<file path="src/hw/ohtm_consts.svh">
// Offsets, field positions, reset values and timing of the overheat monitor
`ifndef OHTM_CONSTS_SVH
`define OHTM_CONSTS_SVH

`define OHTM_IDX_LIM_R1 8'h6a
`define OHTM_IDX_LIM_LOC 8'h6b
`define OHTM_IDX_LIM_R2 8'h6c
`define OHTM_IDX_STAT2 8'h42
`define OHTM_IDX_MASK2 8'h75
`define OHTM_IDX_CFG3 8'h78
`define OHTM_IDX_TIMER 8'h79
`define OHTM_IDX_TLIM 8'h7a
`define OHTM_IDX_CFG5 8'h7c
`define OHTM_IDX_CFG4 8'h7d

`define OHTM_CFG3_ALERT 0
`define OHTM_CFG3_HEAT_EN 1
`define OHTM_CFG3_FULL_DUTY_ON_OVERHEAT 2
`define OHTM_CFG4_NO_LATCH_FULL_DUTY_ON_OVERHEAT 2
`define OHTM_CFG4_LATCH_SEL 3
`define OHTM_CFG5_OFFSET 0
`define OHTM_CFG5_DRV_LSB 5

`define OHTM_STAT_LATCH 0
`define OHTM_STAT_OVT 1
`define OHTM_STAT_TLIM 5
`define OHTM_ALERT_SOURCES 8'h22

`define OHTM_RST_CFG 8'h00
`define OHTM_RST_LIM 8'h64
`define OHTM_LATCH_LIM_R1 8'h64
`define OHTM_LATCH_LIM_R2 8'h88
`define OHTM_DIS_OFFSET 8'h00
`define OHTM_DIS_TWOS 8'h80
`define OHTM_SIGN_FLIP 10'h200
`define OHTM_CNT_FULL 8'hff
`define OHTM_CNT_ONE 8'h01

`define OHTM_CLK_NS 100
`define OHTM_LSB_NS 22760000

`endif

</file>
<file path="src/hw/ohtm_pkg.sv">
// Types shared by the overheat monitor modules
package ohtm_pkg;

  typedef enum logic [1:0] {
    OHTM_ROLE_TACH = 2'b00,
    OHTM_ROLE_HEAT = 2'b01,
    OHTM_ROLE_ALERT = 2'b10,
    OHTM_ROLE_GPIO = 2'b11
  } ohtm_role_e;

  typedef logic [7:0] ohtm_byte_t;

endpackage

</file>
<file path="src/hw/ohtm_tmr_if.sv">
// Link between the register logic and the assertion timer
`timescale 1ns/100ps
interface ohtm_tmr_if;
  logic active;
  logic rd_clear;
  ohtm_pkg::ohtm_byte_t count;

  modport timer (input active, input rd_clear, output count);
  modport ctrl (output active, output rd_clear, input count);
endinterface

</file>
<file path="src/hw/ohtm_top.sv">
// Overheat pin monitor: pin roles, assertion timer, limits, pin drive
// How it works
// Alert is inactive after reset; config3 bit 0 turns pin one into alert.
// Config4 bits 1:0 pick pin two role: tach, overheat, alert, GPIO.
// Overheat role monitors and times only while config3 bit 1 is set.
// Latch variant latches 0.25 above selected remote limit, boosting fans.
// Latch holds until temperature is below limit and status bit 0 cleared.
// Latch variant limits reset to 136 for remote 2, 100 for remote 1.
// Full_duty_on_overheat bit with pin low requests full duty for running fans.
// Timer counts only while asserted, pauses, resumes from held value.
// Reading the timer clears it; it saturates at full scale.
// Bit 0 sets on first assertion; one LSB is 22.76 ms.
// Read while asserted reseeds one; zero limit sets the flag.
// Timer above limit sets status bit 5 and raises alert.
// Mask bit 5 suppresses the alert but the flag still sets.
// Limit 0 alerts on first assertion, limit 1 after 45.52 ms.
// Config5 bits 5..7 enable pin drive per channel; else input only.
// Timer also counts external lows while the device is not driving.
// Channel over limit by 0.25 drives pin low until a reading clears.
// Three overheat limit registers sit at consecutive addresses.
// Drive is off for floor limits or when config3 bit 1 is clear.
// Status bit 5 sticks until condition ends and status is read; bit 0 clears on a status read; bit 1 follows the drive flags.
// Pin input is synchronised; timer advances on an internal tick.
//
// The Wishbone interface to the registers was left to the implementer.
`timescale 1ns/100ps
`include "ohtm_consts.svh"
module ohtm_top #(
  parameter bit LATCH_VARIANT = 1'b0,
  parameter int TICK_CYCLES = `OHTM_LSB_NS / `OHTM_CLK_NS
) (
  // Clock and reset
  input wire logic clk,
  input wire logic reset,
  // Wishbone slave
  input wire logic wb_cyc_i,
  input wire logic wb_stb_i,
  input wire logic wb_we_i,
  input wire logic [9:0] wb_adr_i,
  input wire logic [3:0] wb_sel_i,
  input wire logic [31:0] wb_dat_i,
  output logic [31:0] wb_dat_o,
  output logic wb_ack_o,
  // Temperature readings, quarter degree, one strobe per monitoring cycle
  input wire logic [9:0] temp_remote1,
  input wire logic [9:0] temp_local,
  input wire logic [9:0] temp_remote2,
  input wire logic [2:0] temp_valid,
  // Multi-purpose pin one, open drain
  output logic pin1_o,
  output logic pin1_oe,
  // Multi-purpose pin two, open drain
  input wire logic pin2_i,
  output logic pin2_o,
  output logic pin2_oe,
  // Fan side
  output logic fan4_speed_input,
  output logic full_duty_on_overheat,
  output logic overheat_hold_output
);

  ohtm_tmr_if tif ();

  logic [7:0] lim_reg [3];
  logic [7:0] lim_next [3];
  logic [7:0] mask2_reg;
  logic [7:0] mask2_next;
  logic [7:0] cfg3_reg;
  logic [7:0] cfg3_next;
  logic [7:0] cfg4_reg;
  logic [7:0] cfg4_next;
  logic [7:0] cfg5_reg;
  logic [7:0] cfg5_next;
  logic [7:0] tlim_reg;
  logic [7:0] tlim_next;
  logic [7:0] stat_reg;
  logic [7:0] stat_next;
  logic [31:0] dat_reg;
  logic [31:0] dat_next;
  logic ack_reg;
  logic ack_next;
  logic sync1_reg;
  logic sync2_reg;
  logic [2:0] drv_reg;
  logic [2:0] drv_next;
  logic latch_reg;
  logic latch_next;
  logic alert_reg;
  logic alert_next;
  logic pin1_oe_reg;
  logic pin1_oe_next;
  logic pin2_oe_reg;
  logic pin2_oe_next;
  logic tach_reg;
  logic tach_next;
  logic full_reg;
  logic full_next;

  logic [9:0] temp [3];
  logic [2:0] over;
  logic [2:0] below;
  logic [2:0] at_or_below;
  logic [2:0] lim_off;
  ohtm_pkg::ohtm_role_e role;
  logic heat_en;
  logic take;
  logic [7:0] idx;
  logic rd_stat;
  logic tlim_cond;
  logic latch_set;
  logic [1:0] lsel;

  assign temp[0] = temp_remote1;
  assign temp[1] = temp_local;
  assign temp[2] = temp_remote2;

  // Pin two passes two flops before anything reads it
  always_ff @(posedge clk or posedge reset)
  begin
    if (reset)
    begin
      sync1_reg <= 1'b1;
      sync2_reg <= 1'b1;
    end
    else
    begin
      sync1_reg <= pin2_i;
      sync2_reg <= sync1_reg;
    end
  end

  assign role = ohtm_pkg::ohtm_role_e'(cfg4_reg[1:0]);
  assign heat_en = (role == ohtm_pkg::OHTM_ROLE_HEAT) &&
                   cfg3_reg[`OHTM_CFG3_HEAT_EN];
  // Pin level is read, so external lows count as well as our own
  assign tif.active = heat_en && !sync2_reg;

  // Per-channel comparison against limit, in quarter degrees
  genvar g;
  generate
    for (g = 0; g < 3; g++)
    begin : g_chan
      logic [9:0] t_key;
      logic [9:0] l_key;
      // Two's complement is compared as offset by flipping the sign bit
      assign t_key = cfg5_reg[`OHTM_CFG5_OFFSET] ? temp[g] :
                     temp[g] ^ `OHTM_SIGN_FLIP;
      assign l_key = cfg5_reg[`OHTM_CFG5_OFFSET] ? {lim_reg[g], 2'b00} :
                     {lim_reg[g], 2'b00} ^ `OHTM_SIGN_FLIP;
      assign over[g] = t_key > l_key;
      assign below[g] = t_key < l_key;
      assign at_or_below[g] = t_key <= l_key;
      // Floor limit switches the drive off
      assign lim_off[g] = cfg5_reg[`OHTM_CFG5_OFFSET] ?
                          (lim_reg[g] == `OHTM_DIS_OFFSET) :
                          (lim_reg[g] == `OHTM_DIS_TWOS);
    end
  endgenerate

  // Bus decode
  assign take = wb_cyc_i && wb_stb_i && !ack_reg;
  assign idx = wb_adr_i[9:2];
  assign rd_stat = take && !wb_we_i && (idx == `OHTM_IDX_STAT2);
  assign tif.rd_clear = take && !wb_we_i && (idx == `OHTM_IDX_TIMER);
  assign tlim_cond = heat_en && (tif.count > tlim_reg);
  assign lsel = cfg4_reg[`OHTM_CFG4_LATCH_SEL] ? 2'd2 : 2'd0;
  assign latch_set = LATCH_VARIANT && !latch_reg && temp_valid[lsel] &&
                     over[lsel];

  // Register file: one always_comb for writes and read data
  always_comb
  begin
    lim_next = lim_reg;
    mask2_next = mask2_reg;
    cfg3_next = cfg3_reg;
    cfg4_next = cfg4_reg;
    cfg5_next = cfg5_reg;
    tlim_next = tlim_reg;
    dat_next = dat_reg;
    ack_next = take;
    if (take && wb_we_i && wb_sel_i[0])
    begin
      if (idx == `OHTM_IDX_LIM_R1)
        lim_next[0] = wb_dat_i[7:0];
      else if (idx == `OHTM_IDX_LIM_LOC)
        lim_next[1] = wb_dat_i[7:0];
      else if (idx == `OHTM_IDX_LIM_R2)
        lim_next[2] = wb_dat_i[7:0];
      else if (idx == `OHTM_IDX_MASK2)
        mask2_next = wb_dat_i[7:0];
      else if (idx == `OHTM_IDX_CFG3)
        cfg3_next = wb_dat_i[7:0];
      else if (idx == `OHTM_IDX_TLIM)
        tlim_next = wb_dat_i[7:0];
      else if (idx == `OHTM_IDX_CFG5)
        cfg5_next = wb_dat_i[7:0];
      else if (idx == `OHTM_IDX_CFG4)
        cfg4_next = wb_dat_i[7:0];
    end
    if (take && !wb_we_i)
    begin
      // Unmapped and status-only bits read as zero
      dat_next = '0;
      if (idx == `OHTM_IDX_LIM_R1)
        dat_next[7:0] = lim_reg[0];
      else if (idx == `OHTM_IDX_LIM_LOC)
        dat_next[7:0] = lim_reg[1];
      else if (idx == `OHTM_IDX_LIM_R2)
        dat_next[7:0] = lim_reg[2];
      else if (idx == `OHTM_IDX_STAT2)
        dat_next[7:0] = stat_reg;
      else if (idx == `OHTM_IDX_MASK2)
        dat_next[7:0] = mask2_reg;
      else if (idx == `OHTM_IDX_CFG3)
        dat_next[7:0] = cfg3_reg;
      else if (idx == `OHTM_IDX_TIMER)
        dat_next[7:0] = tif.count;
      else if (idx == `OHTM_IDX_TLIM)
        dat_next[7:0] = tlim_reg;
      else if (idx == `OHTM_IDX_CFG5)
        dat_next[7:0] = cfg5_reg;
      else if (idx == `OHTM_IDX_CFG4)
        dat_next[7:0] = cfg4_reg;
    end
  end

  // Monitor state: drive flags, latch, status, alert and pins
  always_comb
  begin
    drv_next = drv_reg;
    latch_next = latch_reg;
    stat_next = stat_reg;
    // Flags only move on a fresh reading or a disable, so a drive holds until then
    for (int i = 0; i < 3; i++)
    begin
      if (!cfg5_reg[`OHTM_CFG5_DRV_LSB + i] || lim_off[i] || !heat_en)
        drv_next[i] = 1'b0;
      else if (temp_valid[i] && over[i])
        drv_next[i] = 1'b1;
      else if (temp_valid[i] && at_or_below[i])
        drv_next[i] = 1'b0;
    end
    if (latch_set)
      latch_next = 1'b1;
    else if (latch_reg && temp_valid[lsel] && below[lsel] &&
             !stat_reg[`OHTM_STAT_LATCH])
      latch_next = 1'b0;
    // A new event wins over the read that would clear it
    stat_next[`OHTM_STAT_LATCH] = latch_set ||
      (stat_reg[`OHTM_STAT_LATCH] && !rd_stat);
    stat_next[`OHTM_STAT_OVT] = |drv_reg;
    stat_next[`OHTM_STAT_TLIM] = tlim_cond ||
      (stat_reg[`OHTM_STAT_TLIM] && !rd_stat);
    // Mask blocks only the alert, never the flag
    alert_next = |(stat_reg & ~mask2_reg & `OHTM_ALERT_SOURCES);
    pin1_oe_next = cfg3_reg[`OHTM_CFG3_ALERT] && alert_reg;
    pin2_oe_next = (heat_en && (|drv_reg)) ||
                   ((role == ohtm_pkg::OHTM_ROLE_ALERT) && alert_reg);
    tach_next = (role == ohtm_pkg::OHTM_ROLE_TACH) ? sync2_reg : 1'b1;
    full_next = (cfg3_reg[`OHTM_CFG3_FULL_DUTY_ON_OVERHEAT] && tif.active) ||
                (latch_reg && !cfg4_reg[`OHTM_CFG4_NO_LATCH_FULL_DUTY_ON_OVERHEAT]);
  end

  always_ff @(posedge clk or posedge reset)
  begin
    if (reset)
    begin
      if (LATCH_VARIANT)
      begin
        lim_reg[0] <= `OHTM_LATCH_LIM_R1;
        lim_reg[1] <= `OHTM_RST_LIM;
        lim_reg[2] <= `OHTM_LATCH_LIM_R2;
      end
      else
      begin
        lim_reg[0] <= `OHTM_RST_LIM;
        lim_reg[1] <= `OHTM_RST_LIM;
        lim_reg[2] <= `OHTM_RST_LIM;
      end
      mask2_reg <= `OHTM_RST_CFG;
      cfg3_reg <= `OHTM_RST_CFG;
      cfg4_reg <= `OHTM_RST_CFG;
      cfg5_reg <= `OHTM_RST_CFG;
      tlim_reg <= `OHTM_RST_CFG;
      stat_reg <= `OHTM_RST_CFG;
      dat_reg <= '0;
      ack_reg <= 1'b0;
      drv_reg <= '0;
      latch_reg <= 1'b0;
      alert_reg <= 1'b0;
      pin1_oe_reg <= 1'b0;
      pin2_oe_reg <= 1'b0;
      tach_reg <= 1'b1;
      full_reg <= 1'b0;
    end
    else
    begin
      lim_reg <= lim_next;
      mask2_reg <= mask2_next;
      cfg3_reg <= cfg3_next;
      cfg4_reg <= cfg4_next;
      cfg5_reg <= cfg5_next;
      tlim_reg <= tlim_next;
      stat_reg <= stat_next;
      dat_reg <= dat_next;
      ack_reg <= ack_next;
      drv_reg <= drv_next;
      latch_reg <= latch_next;
      alert_reg <= alert_next;
      pin1_oe_reg <= pin1_oe_next;
      pin2_oe_reg <= pin2_oe_next;
      tach_reg <= tach_next;
      full_reg <= full_next;
    end
  end

  ohtm_timer #(
    .TICK_CYCLES(TICK_CYCLES)
  ) u_timer (
    .clk(clk),
    .reset(reset),
    .t(tif.timer)
  );

  // Open-drain pins only ever pull low
  assign pin1_o = 1'b0;
  assign pin2_o = 1'b0;
  assign wb_dat_o = dat_reg;
  assign wb_ack_o = ack_reg;
  assign pin1_oe = pin1_oe_reg;
  assign pin2_oe = pin2_oe_reg;
  assign fan4_speed_input = tach_reg;
  assign full_duty_on_overheat = full_reg;
  assign overheat_hold_output = latch_reg;

endmodule

</file>
<file path="src/hw/ohtm_timer.sv">
// Cumulative assertion timer, clear on read, saturating
`timescale 1ns/100ps
`include "ohtm_consts.svh"
module ohtm_timer #(
  parameter int TICK_CYCLES = `OHTM_LSB_NS / `OHTM_CLK_NS
) (
  // Clock and reset
  input wire logic clk,
  input wire logic reset,
  // Control side
  ohtm_tmr_if.timer t
);

  logic [31:0] acc_reg;
  logic [31:0] acc_next;
  logic [7:0] count_reg;
  logic [7:0] count_next;
  logic seed_reg;
  logic seed_next;

  // The seeded first unit absorbs the first tick, so 45.52 ms reads as 2
  always_comb
  begin
    acc_next = acc_reg;
    count_next = count_reg;
    seed_next = seed_reg;
    if (t.rd_clear)
    begin
      // Read during assertion restarts from a seeded one
      acc_next = '0;
      count_next = t.active ? `OHTM_CNT_ONE : '0;
      seed_next = t.active;
    end
    else if (t.active)
    begin
      // Count only while asserted, held value resumes
      if (count_reg == '0)
      begin
        count_next = `OHTM_CNT_ONE;
        seed_next = 1'b1;
      end
      if (acc_reg == 32'(TICK_CYCLES - 1))
      begin
        acc_next = '0;
        if (seed_reg)
          seed_next = 1'b0;
        else if (count_reg != `OHTM_CNT_FULL)
          count_next = count_reg + 8'h01;
      end
      else
        acc_next = acc_reg + 32'h1;
    end
  end

  always_ff @(posedge clk or posedge reset)
  begin
    if (reset)
    begin
      acc_reg <= '0;
      count_reg <= '0;
      seed_reg <= 1'b0;
    end
    else
    begin
      acc_reg <= acc_next;
      count_reg <= count_next;
      seed_reg <= seed_next;
    end
  end

  assign t.count = count_reg;

endmodule

</file>
<file path="config.mk">
export PLATFORM = sky130hd
export DESIGN_NAME = ohtm_top
export DESIGN_NICKNAME = d
export VERILOG_FILES = /design/src/hw/ohtm_pkg.sv /design/src/hw/ohtm_tmr_if.sv /design/src/hw/ohtm_top.sv /design/src/hw/ohtm_timer.sv
export VERILOG_INCLUDE_DIRS = /design/src /design/src/hw
export SDC_FILE = /design/constraint.sdc
export NUM_CORES = 1
export LEC_CHECK = 0
export ABC_CLOCK_PERIOD_IN_PS = 5200
export BUFFER_PORTS_ARGS = -buffer_cell sky130_fd_sc_hd__buf_2
export CAP_MARGIN = 25
export CORE_MARGIN = 2
export CORE_UTILIZATION = 35
export CTS_BUF_LIST = sky130_fd_sc_hd__clkbuf_2
export DETAILED_ROUTE_END_ITERATION = 12
export MAX_ROUTING_LAYER = met4
export PLACE_DENSITY = 0.63
export SYNTH_ARGS = -nofsm -noshare
export SYNTH_HDL_FRONTEND = slang
export SYNTH_SLANG_ARGS = --single-unit
</file>
<file path="constraint.sdc">
create_clock -name clk -period 5.2 [get_ports clk]
set_input_delay 0.52 -clock clk [delete_from_list [all_inputs] [get_ports clk]]
set_output_delay 0.52 -clock clk [all_outputs]
set_load 0.02 [all_outputs]
</file>
* Word level (Yosys, flattened, before mapping)
Cells that the tools add are included.
** Cells by class
- $add $sub $neg :: 2
- Magnitude comparators :: 7
- Reduce and logical (&&, ||, !) cells :: 57
- Mux-type cells :: 44
- Bitwise logic cells :: 15
- Equal/unequal tests :: 17
** Operators with widths (number)
- $mux 8 :: 16
- $mux 32 :: 3
- $eq 8x7->1 const B :: 10
- $mux 10 :: 6
- $add 32x1->32 const B :: 1
- $eq 32x18->1 const B :: 1
- $logic_not 8->1 :: 4
- $gt 10x10->1 :: 3
- $le 10x10->1 :: 3
- $eq 8x8->1 const B :: 3
- $logic_and 1x1->1 :: 22
- $mux 1 :: 19
- $not 1->1 :: 13
- $reduce_and 9->1 :: 1
- $reduce_bool 3->1 :: 3
- $add 8x1->8 const B :: 1
- $gt 8x8->1 :: 1
- $logic_not 1->1 :: 8
- $logic_or 1x1->1 :: 8
- $ne 8x8->1 const B :: 1
- $reduce_and 8->1 :: 1
- $reduce_and 7->1 :: 1
- $and 6x6->6 :: 1
- $not 6->6 :: 1
- 11 further kinds :: 11
** Word-level totals
- Output and inout port bits :: 40
- Input port bits :: 85
- Register bits after elaboration :: 127
- Logic and storage cells :: 166

* Longest topological paths before layout
Gate-level depths: netlist (run 1).
- Depth in word-level cells :: 11
- Gate-level depth with buffers :: 9
- Mapped depth without buffers :: 7

* Hierarchy
A second synthesis (run 1) with hierarchy kept.
** Second synthesis, totals
- Cell total of the unflattened synthesis :: 760
- Area total of the unflattened synthesis :: 7548.5 um^2
** Modules (own cells, without submodules)
- ohtm_top :: cells each 505, times used 1, area an instance 5236.3 um^2, seq. area each 2167.1 um^2
- ohtm_timer :: cells each 255, times used 1, area an instance 2312.2 um^2, seq. area each 1026.0 um^2

* Worst setup path after synthesis (run 1)
No wires, ideal clock.
- Path kind :: input -> register
- From :: input port wb_adr_i[3]
- To :: register dat_reg[0] (netlist: wb_dat_o[0])
- Path slack :: 3.188 ns
- Buffers on the path :: 2
- Stages on the path :: 7
- Data arrival time :: 1.876 ns
- Cells stage by stage :: buf_2 > and4bb_1 > and3_1 > buf_2 > a211o_1 > a2111oi_0 > nor3_1
** On the way
- Cells in the longest elaborated chain, start to end :: 11
** Ends and longest elaborated chain
- from (decl) :: RTL line ohtm_top.sv:39 : input wire logic [9:0] wb_adr_i,
- $eq 8x7->1 (no line)
- $mux 8 :: RTL line ohtm_top.sv:222 : else if (idx == `OHTM_IDX_CFG4)
- $mux 8 :: RTL line ohtm_top.sv:220 : else if (idx == `OHTM_IDX_CFG5)
- $mux 8 :: RTL line ohtm_top.sv:218 : else if (idx == `OHTM_IDX_TLIM)
- $mux 8 :: RTL line ohtm_top.sv:216 : else if (idx == `OHTM_IDX_TIMER)
- $mux 8 :: RTL line ohtm_top.sv:214 : else if (idx == `OHTM_IDX_CFG3)
- $mux 8 :: RTL line ohtm_top.sv:212 : else if (idx == `OHTM_IDX_MASK2)
- $mux 8 :: RTL line ohtm_top.sv:210 : else if (idx == `OHTM_IDX_STAT2)
- $mux 8 :: RTL line ohtm_top.sv:208 : else if (idx == `OHTM_IDX_LIM_R2)
- $mux 8 :: RTL line ohtm_top.sv:206 : else if (idx == `OHTM_IDX_LIM_LOC)
- $mux 8 * :: RTL line ohtm_top.sv:204 : if (idx == `OHTM_IDX_LIM_R1)
- to (signal assigned) :: RTL line ohtm_top.sv:305 : dat_reg <= dat_next;
- to (decl) :: RTL line ohtm_top.sv:78 : logic [31:0] dat_reg;
Mark *: on every way between the ends. The rest lies on a longest branch, timed or not.
A chain may end at the register's enable or synchronous reset.

* Worst setup path in the final report (run 1)
- From :: register ack_reg (netlist: wb_ack_o)
- To :: register u_timer.acc_reg[16]
** On the way
- Cells in the longest elaborated chain, start to end :: 5
** Ends and longest elaborated chain
- from (decl) :: RTL line ohtm_top.sv:80 : logic ack_reg;
- from (signal assigned) :: RTL line ohtm_top.sv:306 : ack_reg <= ack_next;
- $logic_not 1->1 * :: RTL line ohtm_top.sv:161 : assign take = wb_cyc_i && wb_stb_i && !ack_reg;
- $logic_and 1x1->1 * :: RTL line ohtm_top.sv:161
- $logic_and 1x1->1 * (2 in series) :: RTL line ohtm_top.sv:164 : assign tif.rd_clear = take && !wb_we_i && (idx == `OHTM_IDX_TIMER);
- $mux 32 / $reduce_bool 2->1 (equally long branches)
- to (signal assigned) :: RTL line ohtm_timer.sv:65 : acc_reg <= acc_next;
- to (decl) :: RTL line ohtm_timer.sv:14 : logic [31:0] acc_reg;
Marked as above.

==> flow_metrics.py, run 1 <==
metrics = {
    "sta": {
        "finClkSkew_ns": 0.05790,
        "finalHoldViolations": 0,
        "grt_setup_unrepaired": "no",
        "setup_slack_ns": 2.393,
        "finalCritPeriodShare": 0.5398,
        "max_slew.worst_pin.slew_ns": 0.8489,
        "fin_tns_setup_ns": 0,
        "slew_headroom": 0.4340,
        "fmax_mhz": 356.3,
        "setup_violations": 0,
        "finalCriticalPeriod_ns": 2.807,
        "timing_max_transition_violations_final": 0,
    },
    "yosys": {
        "synth-compound-area-share": 0.1761,
        "synth_area_leader_cell": "dfrtp_1",
        "synth-seq-area-share": 0.4020,
        "ys_warn_count": 0,
        "synthAdderAreaFrac": 0.05514,
        "avgSynthCellArea_um2": 9.966,
        "asyncSetResetFlopFracSynth": 1.000,
        "synth.area.top_cells": "dfrtp_1, mux2_2, ha_1, dfstp_2, a2111oi_4",
        "synthXorXnorAreaFrac": 0.03088,
        "synth_area_um2": 7943,
        "multiplexer_fraction_of_the_synthesized_cell_area": 0.07152,
        "post-synth-top-area-fraction": 0.3623,
        "synth_edf_count": 0,
        "yosys.area_share.simple": 0.1944,
        "register_bit_count_reported_by_yosys": 127,
        "postSynth.topFlopCell": "dfrtp_1",
        "syn_inst": 797,
        "main_combinational_cell_family_by_area_after_synthesis": "simple AND/OR/NAND/NOR gates",
        "number_of_distinct_standard_cells_referenced_by_the_synthesized_netlist": 85,
    },
    "power": {
        "worst_ir_drop_vdd_uv": 98.05,
        "power.density_nw_per_um2": 216.8,
        "power.leakage_nw": 3.757,
    },
    "clock_tree": {
        "cts-buffers-inserted": 17,
        "cts.sinks": 127,
        "insertion_delay_ns": 0.75,
        "cts_post_setup_buffers_inserted": 0,
        "tritoncts": "done",
        "cts_root_buf": "clkbuf_2",
        "maximum_buffer_depth_of_the_clock_tree": 2,
        "cts_max_level": 4,
        "path_clk_slew_ns": 0.22,
    },
    "die": {
        "initial_core_util": 0.3540,
        "fp.dieArea_um2": 23910,
        "chipWidth_um": 154.6,
        "num_io_pins": 125,
        "chipHeight_um": 154.6,
        "total_number_of_placement_rows": 55,
        "placeableCoreArea_um2": 22430,
    },
    "drt": {
        "dr.first_iter.drc_count": 510,
        "vias_per_cell": 5.537,
        "drt.antenna.violating_nets": 0,
        "drcViolationCount": 0,
        "drt-wirelength-per-cell_um": 18.31,
        "routed_wirelength_mm": 21.05,
        "dr.pass1.iters": 5,
        "num_vias": 6367,
    },
    "placement": {
        "buffer_ports.inserted": 68,
        "post-place-ws_ns": 2.043,
        "hpwl_mm": 15.42,
        "place_congestion": 0.9302,
    },
    "status": {
        "status": "finished, final reports clean",
    },
    "worst_setup_path": {
        "setup.worst_path.start_class": "register",
        "path_max_fanout": 16,
        "crit_path_top_delay_cell": "and4bb_2",
        "crit_arrival_ns": 3.47,
        "criticalPathCategory": "reg2reg",
        "worstPathBufferInverterCount": 1,
        "critical-path-top-delay-family": "simple AND/OR/NAND/NOR gates",
        "reg2reg_slack_ns": 2.39,
        "setup.worst_path.end_class": "register",
        "critical-path-max-stage-delay_ns": 0.56,
        "cp_cell_sequence": "and4bb_2, nand3_2, buf_4, a211oi_2, or3b_1, a21oi_1",
        "worstPathRequired_ns": 5.86,
    },
    "grt": {
        "antenna_found_initial": 1,
        "grt_first_pass_wirelength_mm": 33.71,
        "largest_net_degree_at_the_start_of_global_routing": 63,
        "global_route.overflow_total": 0,
        "grt_usage": 0.1856,
        "first_global_vias": 6112,
    },
    "hold_path": {
        "min-delay-path-class": "in2reg",
    },
    "finish": {
        "largest_register_ff_count": 32,
        "synth_to_final_area_change_pct": 8.806,
        "final_nets": 971,
        "post_route_cells_drive_above_1_share": 0.2257,
    },
    "job": {
        "max_cap_viol_count": 0,
    },
}
## synthesized netlist by cell type (6+ instances only)
| master | number |
|---|---|
| or3_1 | 9 |
| dfstp_2 | 12 |
| ha_1 | 35 |
| or4_1 | 7 |
| nand3_1 | 27 |
| o31ai_1 | 6 |
| dfrtp_1 | 115 |
| clkbuf_1 | 15 |
| a21o_1 | 6 |
| a21oi_1 | 26 |
| xnor2_1 | 24 |
| nor2b_1 | 9 |
| o21ai_0 | 40 |
| nand2_1 | 62 |
| buf_2 | 18 |
| nor3_1 | 16 |
| mux2_2 | 46 |
| a221oi_1 | 6 |
| o211ai_1 | 9 |
| and3_1 | 17 |
| nand2b_1 | 9 |
| nor2_1 | 41 |
| inv_1 | 41 |
| nand4_1 | 19 |
| nor4_1 | 12 |
| buf_4 | 31 |
| a2111oi_4 | 9 |
| a211oi_1 | 12 |
## where the power goes
part / internal, W / switching, W / total, W / leakage [nW]
Clock: 0.000222 / 0.000402 / 0.000624 / 0.138
Sequential: 0.00101 / 0.0000217 / 0.00103 / 1.48
Combinational: 0.0000719 / 0.000143 / 0.000215 / 2.14
Total: 0.00131 / 0.000567 / 0.00187 / 3.76
## layer usage
| layer | part of all wire | vias to the layer above | GRT usage |
|---|---|---|---|
| met5 | 0 | - | - |
| met4 | 0.022 | 0 | 0.05556 |
| met3 | 0.055 | 34 | 0.03418 |
| met2 | 0.47 | 200 | 0.2944 |
| met1 | 0.45 | 3112 | 0.2427 |
| li1 | - | 3021 | - |
## final cells by class
type                    count  area [µm²]
diodes                      1       2.502
clock buffers              18       90.09
clock inverters            14       141.4
fillers                  2281       13790
inverters                  42       160.2
multi-input cells         588        4300
flip-flops and latches    127        3193
well taps                 285       356.6
repair buffers             75       397.9
## stage by stage
step	power, W	util	std cells	hold WS [ns]	cell area [µm²]
final	0.001874	0.3852	1150	0.07803	8642
after CTS	0.001890	0.3851	1149	0.05054	8640
after global routing	0.001963	0.3852	1150	0.04045	8642
after detailed placement	0.001266	0.3739	1115	0.3500	8388
after floorplan	0.001199	-	823	0.3452	8040
after global placement	0.001264	0.3739	1115	0.3481	8388
## worst paths after layout
path,from,end,depth (start not counted)
max,wb_ack_o,u_timer.acc_reg[16],6
min,wb_dat_i[5],lim_reg[13],3
max reg2reg,wb_ack_o,u_timer.acc_reg[16],6
min reg2reg,sync1_reg,sync2_reg,0
max in group asynchronous,reset,u_timer.acc_reg[5],4
min in group asynchronous,reset,cfg5_reg[1],3
## repair_timing
action                                 CTS  global route
endpoints found under the hold margin   23             0
gates resized for setup                  0             0
hold buffers                             2             0
## cell families after synthesis
logic type | count (synthesis)
compound gates | 176
xor+xnor | 28
fa+ha+maj | 35
buf+inv | 108
flops | 127
mux | 51
other cells | 1
simple gates | 271
## layout by cell type, fill, tap and decap left out, types with 7 or more instances in the layout
cell type and instances:
dfrtp_1 115, buf_2 68, nand2_1 62, mux2_2 46, nor2_1 41, o21ai_0 40, inv_1 40, ha_1 35
nand3_1 27, conb_1 27, a21oi_1 26, xnor2_1 24, nand4_1 19, clkbuf_2 18, and3_1 17, nor3_1 16
a211oi_1 12, nor4_1 12, dfstp_2 12, nor2b_1 9, nand2b_1 9, or3_1 9, o211ai_1 9, a2111oi_4 9
or4_1 7
## worst min-delay path: cells and delay by family
family                 cells  cell delay (ns)
buffers and inverters      1             0.18
AO/OA/AOI/OAI              1             0.07
AND/OR/NAND/NOR            1             0.07
Note: power is estimated with default switching activity, not from simulation.
==> run 2, diff against run 1 <==
--- a/config.mk
+++ b/config.mk
@@ -6,7 +6,7 @@
 export SDC_FILE = /design/constraint.sdc
 export NUM_CORES = 1
 export LEC_CHECK = 0
-export ABC_CLOCK_PERIOD_IN_PS = 5200
+export ABC_CLOCK_PERIOD_IN_PS = 2500
 export BUFFER_PORTS_ARGS = -buffer_cell sky130_fd_sc_hd__buf_2
 export CAP_MARGIN = 25
 export CORE_MARGIN = 2
@@ -14,7 +14,7 @@
 export CTS_BUF_LIST = sky130_fd_sc_hd__clkbuf_2
 export DETAILED_ROUTE_END_ITERATION = 12
 export MAX_ROUTING_LAYER = met4
-export PLACE_DENSITY = 0.63
+export PLACE_DENSITY = 0.65
 export SYNTH_ARGS = -nofsm -noshare
 export SYNTH_HDL_FRONTEND = slang
 export SYNTH_SLANG_ARGS = --single-unit
==> constraint.sdc (replaced) <==
create_clock -name clk -period 2.5 [get_ports clk]
set_input_delay 0.25 -clock clk [delete_from_list [all_inputs] [get_ports clk]]
set_output_delay 0.25 -clock clk [all_outputs]
set_load 0.02 [all_outputs]
==> run 2 against run 1 <==
Compared with the run above:
- critical path depth grew 1
- final cell count grew 4.5%
- die area did not move
- worst setup slack worse by 2.2 ns
- register-to-register slack worse by 2.2 ns
- final area increased by 5.4%
- count of clock-buffer cells in the layout down 1
- sequential power increased by 110%
- utilization is 2.1 points higher
- largest power group unchanged
- wire length is 3.9% higher
- sequential share of layout area shrank 1.9 points
- total power rose by 110%
==> flow_metrics.py, run 2 (synthesis gave the netlist of run 1 again) <==
metrics = {
    "status": {
        "status": "finished, final reports clean",
    },
    "worst_setup_path": {
        "reg2reg_slack_ns": 0.19,
        "crit_path_start": "cfg5_reg[0]",
        "criticalPathCategory": "reg2reg",
        "worstPathRequired_ns": 3.13,
        "worst_setup_path_endpoint": "drv_reg[2]",
        "worst_r2r_endpoint": "drv_reg[2]",
        "critical-path-top-delay-family": "buffers and inverters",
        "depth_of_the_critical_timing_path_with_buffers_and_inverters_included": 7,
        "crit_arrival_ns": 2.94,
        "cp_cell_sequence": "xor2_1, ha_1, nand4_1, nor4_1, a41oi_1, dlygate4sd3_1, o211a_1",
        "worstPathBufferInverterCount": 1,
        "crit_path_top_delay_cell": "dlygate4sd3_1",
        "r2r_start": "cfg5_reg[0]",
        "timing.reg2reg.worst_path_depth": 7,
        "path_max_fanout": 8,
        "critical-path-max-stage-delay_ns": 0.57,
        "setup.worst_path.end_class": "register",
        "setup.worst_path.start_class": "register",
    },
    "drt": {
        "drt.antenna.violating_nets": 0,
        "dr.pass1.iters": 5,
        "routed_wirelength_mm": 21.88,
        "vias_per_cell": 5.534,
        "drt-wirelength-per-cell_um": 18.20,
        "num_vias": 6652,
        "dr.first_iter.drc_count": 397,
        "drcViolationCount": 0,
    },
    "grt": {
        "grt_usage": 0.1923,
        "global_route.overflow_total": 0,
        "largest_net_degree_at_the_start_of_global_routing": 76,
        "antenna_found_initial": 1,
        "first_global_vias": 6527,
        "grt_first_pass_wirelength_mm": 34.85,
    },
    "die": {
        "total_number_of_placement_rows": 55,
        "chipHeight_um": 154.6,
        "num_io_pins": 125,
        "fp.dieArea_um2": 23910,
        "chipWidth_um": 154.6,
        "placeableCoreArea_um2": 22430,
        "initial_core_util": 0.3540,
    },
    "power": {
        "worst_ir_drop_vdd_uv": 226.5,
        "power.combinational.fraction": 0.125,
        "power.density_nw_per_um2": 435.0,
        "sw_frac_of_total": 0.3232,
        "power.leakage_nw": 3.995,
        "sequentialPowerShare": 0.543,
        "share_clk_of_total_power": 0.333,
        "internal-power_w": 0.002682,
        "netSwitchingPower_w": 0.001281,
    },
    "sta": {
        "slew_headroom": 0.5731,
        "grt_setup_unrepaired": "no",
        "finClkSkew_ns": 0.04880,
        "max_slew.worst_pin.slew_ns": 0.6242,
        "fin_tns_setup_ns": 0,
        "finalCriticalPeriod_ns": 2.310,
        "timing_max_transition_violations_final": 0,
        "finalHoldViolations": 0,
        "setup_violations": 0,
        "finalCritPeriodShare": 0.9241,
        "fmax_mhz": 432.9,
    },
    "placement": {
        "buffer_ports.inserted": 68,
        "place_congestion": 0.9147,
        "hpwl_mm": 16.02,
    },
    "clock_tree": {
        "cts_max_level": 4,
        "tritoncts": "done",
        "cts_root_buf": "clkbuf_2",
        "path_clk_slew_ns": 0.23,
        "maximum_buffer_depth_of_the_clock_tree": 2,
        "cts_post_setup_buffers_inserted": 0,
        "cts.sinks": 127,
        "cts-buffers-inserted": 17,
        "insertion_delay_ns": 0.73,
    },
    "finish": {
        "storage_cell_area_um2": 3194,
        "final_nets": 1023,
        "multi_input_comb_area_um2": 4300,
        "final_util": 0.4061,
        "synth_to_final_area_change_pct": 14.70,
        "post_route_cells_drive_above_1_share": 0.2467,
        "largest_register_ff_count": 32,
        "fillerInstances": 2267,
        "layout.cells.most_common_list": "dfrtp_1, buf_2, nand2_1",
        "mostFrequentLayoutCell": "dfrtp_1",
    },
    "hold_path": {
        "min-delay-path-class": "in2reg",
    },
    "job": {
        "max_cap_viol_count": 0,
    },
}
[run 2: cell count changes in the layout (fill, tap and decap cells not counted), moves of 2 or more]
cell           before  now
inv_8               0    3
dlygate4sd3_1       2   25
clkinv_2            4    1
clkinvlp_4          3    5
buf_4               5   33
[run 2: worst reg2reg max path, delay by kind of cell (launching register included)]
family / cells / cell delay [ns]
AOI/OAI and AO/OA: 2 / 0.28
xor gates and xnor gates: 1 / 0.20
adders and majority gates: 1 / 0.32
buffers and inverters: 1 / 0.57
DFF: 1 / 0.56
and+or+nand+nor: 2 / 0.30
[run 2: what timing repair did]
action,4_1_cts,5_1_grt
resized for setup,0,1
endpoints found under the setup margin,0,1
hold endpoints to repair,189,0
hold buffers,25,0
[run 2: power by group through the flow]
stage | sequential, W | clock, W | combinational (W)
floorplan | 0.00220 | 0 | 0.000293
global placement | 0.00218 | 0 | 0.000460
detailed placement | 0.00218 | 0 | 0.000466
CTS | 0.00215 | 0.00136 | 0.000495
global route | 0.00216 | 0.00147 | 0.000545
finish | 0.00215 | 0.00132 | 0.000494
[run 2: per-stage QoR]
step	std cells	instance area (µm²)	hold WS, ns	total power (W)	setup slack, ns
after floorplan	823	8044	0.2545	0.002494	0.5962
after global placement	1144	8620	0.1700	0.002644	0.3329
after detailed placement	1144	8620	0.1725	0.002650	0.2667
after CTS	1201	9106	0.02287	0.004001	0.09867
after global routing	1202	9110	0.03688	0.004172	0.02400
final	1202	9110	0.08027	0.003963	0.1898
[run 2: how the worst min path moves through the flow]
stage	start	endpoint	cells after the start
floorplan	pin2_i	sync1_reg	0
global placement	reset	pin1_oe	2
detailed placement	reset	pin1_oe	2
CTS	temp_remote1[7]	drv_reg[0]	5
global route	temp_remote1[7]	drv_reg[0]	5
finish	temp_remote1[7]	drv_reg[0]	5
[run 2: area by class of cell]
class / count / area share
antenna: 1 / 0.0002747
clock buffer: 17 / 0.009339
clock inverter: 15 / 0.01662
inverter: 42 / 0.01772
multi-input combinational: 588 / 0.4720
sequential: 127 / 0.3506
tap: 285 / 0.03914
timing repair buffer: 127 / 0.09422
[run 2: metal layers]
metal  GRT usage  routed length (µm)  up-vias
li1            -                   -     3123
met1      0.2448                9788     3292
met2      0.3063               10440      202
met3     0.03670                1095       35
met4     0.06966                 557        0
met5           -                   0        -
==> run 3, diff against run 2 <==
--- a/config.mk
+++ b/config.mk
@@ -9,12 +9,15 @@
 export ABC_CLOCK_PERIOD_IN_PS = 2500
 export BUFFER_PORTS_ARGS = -buffer_cell sky130_fd_sc_hd__buf_2
 export CAP_MARGIN = 25
+export CELL_PAD_IN_SITES_DETAIL_PLACEMENT = 1
+export CELL_PAD_IN_SITES_GLOBAL_PLACEMENT = 1
 export CORE_MARGIN = 2
 export CORE_UTILIZATION = 35
 export CTS_BUF_LIST = sky130_fd_sc_hd__clkbuf_2
 export DETAILED_ROUTE_END_ITERATION = 12
 export MAX_ROUTING_LAYER = met4
-export PLACE_DENSITY = 0.65
+export PLACE_DENSITY = 0.77
 export SYNTH_ARGS = -nofsm -noshare
 export SYNTH_HDL_FRONTEND = slang
 export SYNTH_SLANG_ARGS = --single-unit
+export TNS_END_PERCENT = 20
==> run 3 against run 2 <==
Compared with the run above:
- sequential cell count did not move
- critical path type unchanged
- first-iteration DRC count decreased by 4.8%
- combinational power up 2%
- wire length up 10%
- sequential power about the same
- critical path depth did not move
- final area stayed put
- final cell count decreased by 0.25%
- fmax hardly changed
- via count grew 0.81%
- global-route usage is 2.0 points higher
==> flow_metrics.py, run 3 (synthesis gave the netlist of run 1 again) <==
metrics = {
    "status": {
        "status": "finished, final reports clean",
    },
    "die": {
        "chipHeight_um": 154.6,
        "placeableCoreArea_um2": 22430,
        "chipWidth_um": 154.6,
        "total_number_of_placement_rows": 55,
        "fp.dieArea_um2": 23910,
        "initial_core_util": 0.3540,
        "num_io_pins": 125,
    },
    "worst_setup_path": {
        "criticalPathCategory": "reg2reg",
        "r2r_start": "lim_reg[10]",
        "worstPathRequired_ns": 3.18,
        "path_max_fanout": 3,
        "setup.worst_path.end_class": "register",
        "crit_arrival_ns": 2.99,
        "reg2reg_slack_ns": 0.19,
        "setup.worst_path.start_class": "register",
        "worst_r2r_endpoint": "drv_reg[1]",
        "timing.reg2reg.worst_path_depth": 7,
    },
    "placement": {
        "buffer_ports.inserted": 68,
        "hpwl_mm": 18.05,
        "place_congestion": 0.8741,
        "post-place-ws_ns": 0.3046,
    },
    "grt": {
        "largest_net_degree_at_the_start_of_global_routing": 78,
        "antenna_found_initial": 1,
        "global_route.overflow_total": 0,
        "grt_first_pass_wirelength_mm": 38.43,
        "grt_usage": 0.2127,
        "first_global_vias": 6987,
    },
    "clock_tree": {
        "cts_max_level": 4,
        "path_clk_slew_ns": 0.23,
        "cts_root_buf": "clkbuf_2",
        "maximum_buffer_depth_of_the_clock_tree": 2,
        "cts-buffers-inserted": 17,
        "insertion_delay_ns": 0.75,
        "cts.sinks": 127,
        "tritoncts": "done",
    },
    "power": {
        "power.leakage_nw": 3.991,
        "worst_ir_drop_vdd_uv": 258.9,
        "power.density_nw_per_um2": 446.6,
    },
    "drt": {
        "drcViolationCount": 0,
        "num_vias": 6706,
        "routed_wirelength_mm": 24.06,
        "dr.pass1.iters": 5,
        "vias_per_cell": 5.593,
        "drt.antenna.violating_nets": 0,
        "dr.first_iter.drc_count": 378,
        "drt-wirelength-per-cell_um": 20.07,
    },
    "sta": {
        "grt_setup_unrepaired": "no",
        "fin_tns_setup_ns": 0,
        "setup_slack_ns": 0.1882,
        "fmax_mhz": 432.6,
        "finalCritPeriodShare": 0.9247,
        "slew_headroom": 0.6185,
        "finalHoldViolations": 0,
        "finClkSkew_ns": 0.04172,
        "timing_max_transition_violations_final": 0,
        "max_slew.worst_pin.slew_ns": 0.5706,
        "finalCriticalPeriod_ns": 2.312,
        "setup_violations": 0,
    },
    "finish": {
        "synth_to_final_area_change_pct": 14.70,
        "layout.cells.most_common_list": "dfrtp_1, buf_2, nand2_1",
        "final_util": 0.4061,
        "largest_register_ff_count": 32,
        "mostFrequentLayoutCell": "dfrtp_1",
        "post_route_cells_drive_above_1_share": 0.2475,
        "final_nets": 1020,
    },
    "hold_path": {
        "hold_depth": 5,
        "min-delay-path-class": "in2reg",
        "hold_path.startpoint": "temp_remote2[8]",
        "holdPathEnd": "drv_reg[2]",
    },
    "job": {
        "max_cap_viol_count": 0,
    },
}
[run 3: cell count changes in the layout (fill, tap and decap cells not counted), sizes merged]
cell	previous run	this run
inv	48	49
buf	102	103
clkinv	3	2
clkinvlp	5	4
bufinv	1	2
dlygate4sd3	25	21
[run 3: per-layer routing]
layer	global-route usage	up-vias	wire length (µm)
met5	-	-	0
met4	0.08377	0	929
met3	0.04147	53	1069
met2	0.3514	174	11650
met1	0.2573	3363	10410
li1	-	3116	-
[run 3: how the worst max path moves through the flow]
stage                                  start            endpoint  cells after the start
after global routing             cfg5_reg[0]          drv_reg[1]                      7
after detailed placement  u_timer.acc_reg[9]  u_timer.t.count[2]                      6
after floorplan           u_timer.acc_reg[0]  u_timer.t.count[3]                      8
final                            lim_reg[10]          drv_reg[1]                      7
after global placement    u_timer.acc_reg[9]  u_timer.t.count[2]                      6
after CTS                        lim_reg[10]          drv_reg[1]                      7
[run 3: critical path, stage by stage (launching register included)]
cell           delay (ns)
dfstp_2              0.60
inv_1                0.06
ha_1                 0.26
nand3_1              0.10
o21ai_0              0.24
a31oi_1              0.11
nor4_1               0.28
dlygate4sd3_1        0.59
[run 3: per-stage QoR]
step / hold slack [ns] / area (µm²) / total power (W) / cells
detailed placement: 0.2359 / 8640 / 0.002662 / 1145
global placement: 0.2344 / 8640 / 0.002646 / 1145
finish: 0.04665 / 9110 / 0.004068 / 1199
CTS: 0.01564 / 9107 / 0.004102 / 1198
floorplan: 0.2545 / 8044 / 0.002494 / 823
global route: 0.02847 / 9110 / 0.004231 / 1199
[run 3: power by group]
part / switching (W) / total, W / internal [W] / leakage, nW
clock: 0.000925 / 0.00142 / 0.000491 / 0.145
combinational: 0.000325 / 0.000504 / 0.000180 / 2.37
sequential: 0.0000414 / 0.00215 / 0.00211 / 1.48
[run 3: layout make-up]
cell class	count	area [µm²]
diodes	1	2.502
clock buffers	17	85.08
clock inverters	15	172.7
fillers	2615	13320
inverters	42	161.4
multi-input cells	588	4300
flip-flops and latches	127	3193
well taps	285	356.6
repair buffers	124	838.3
[run 3: what timing repair did]
item | in CTS | in global routing
hold buffers | 21 | 0
hold endpoints to repair | 190 | 0
buffers inserted | 0 | 0
resized for setup | 0 | 0
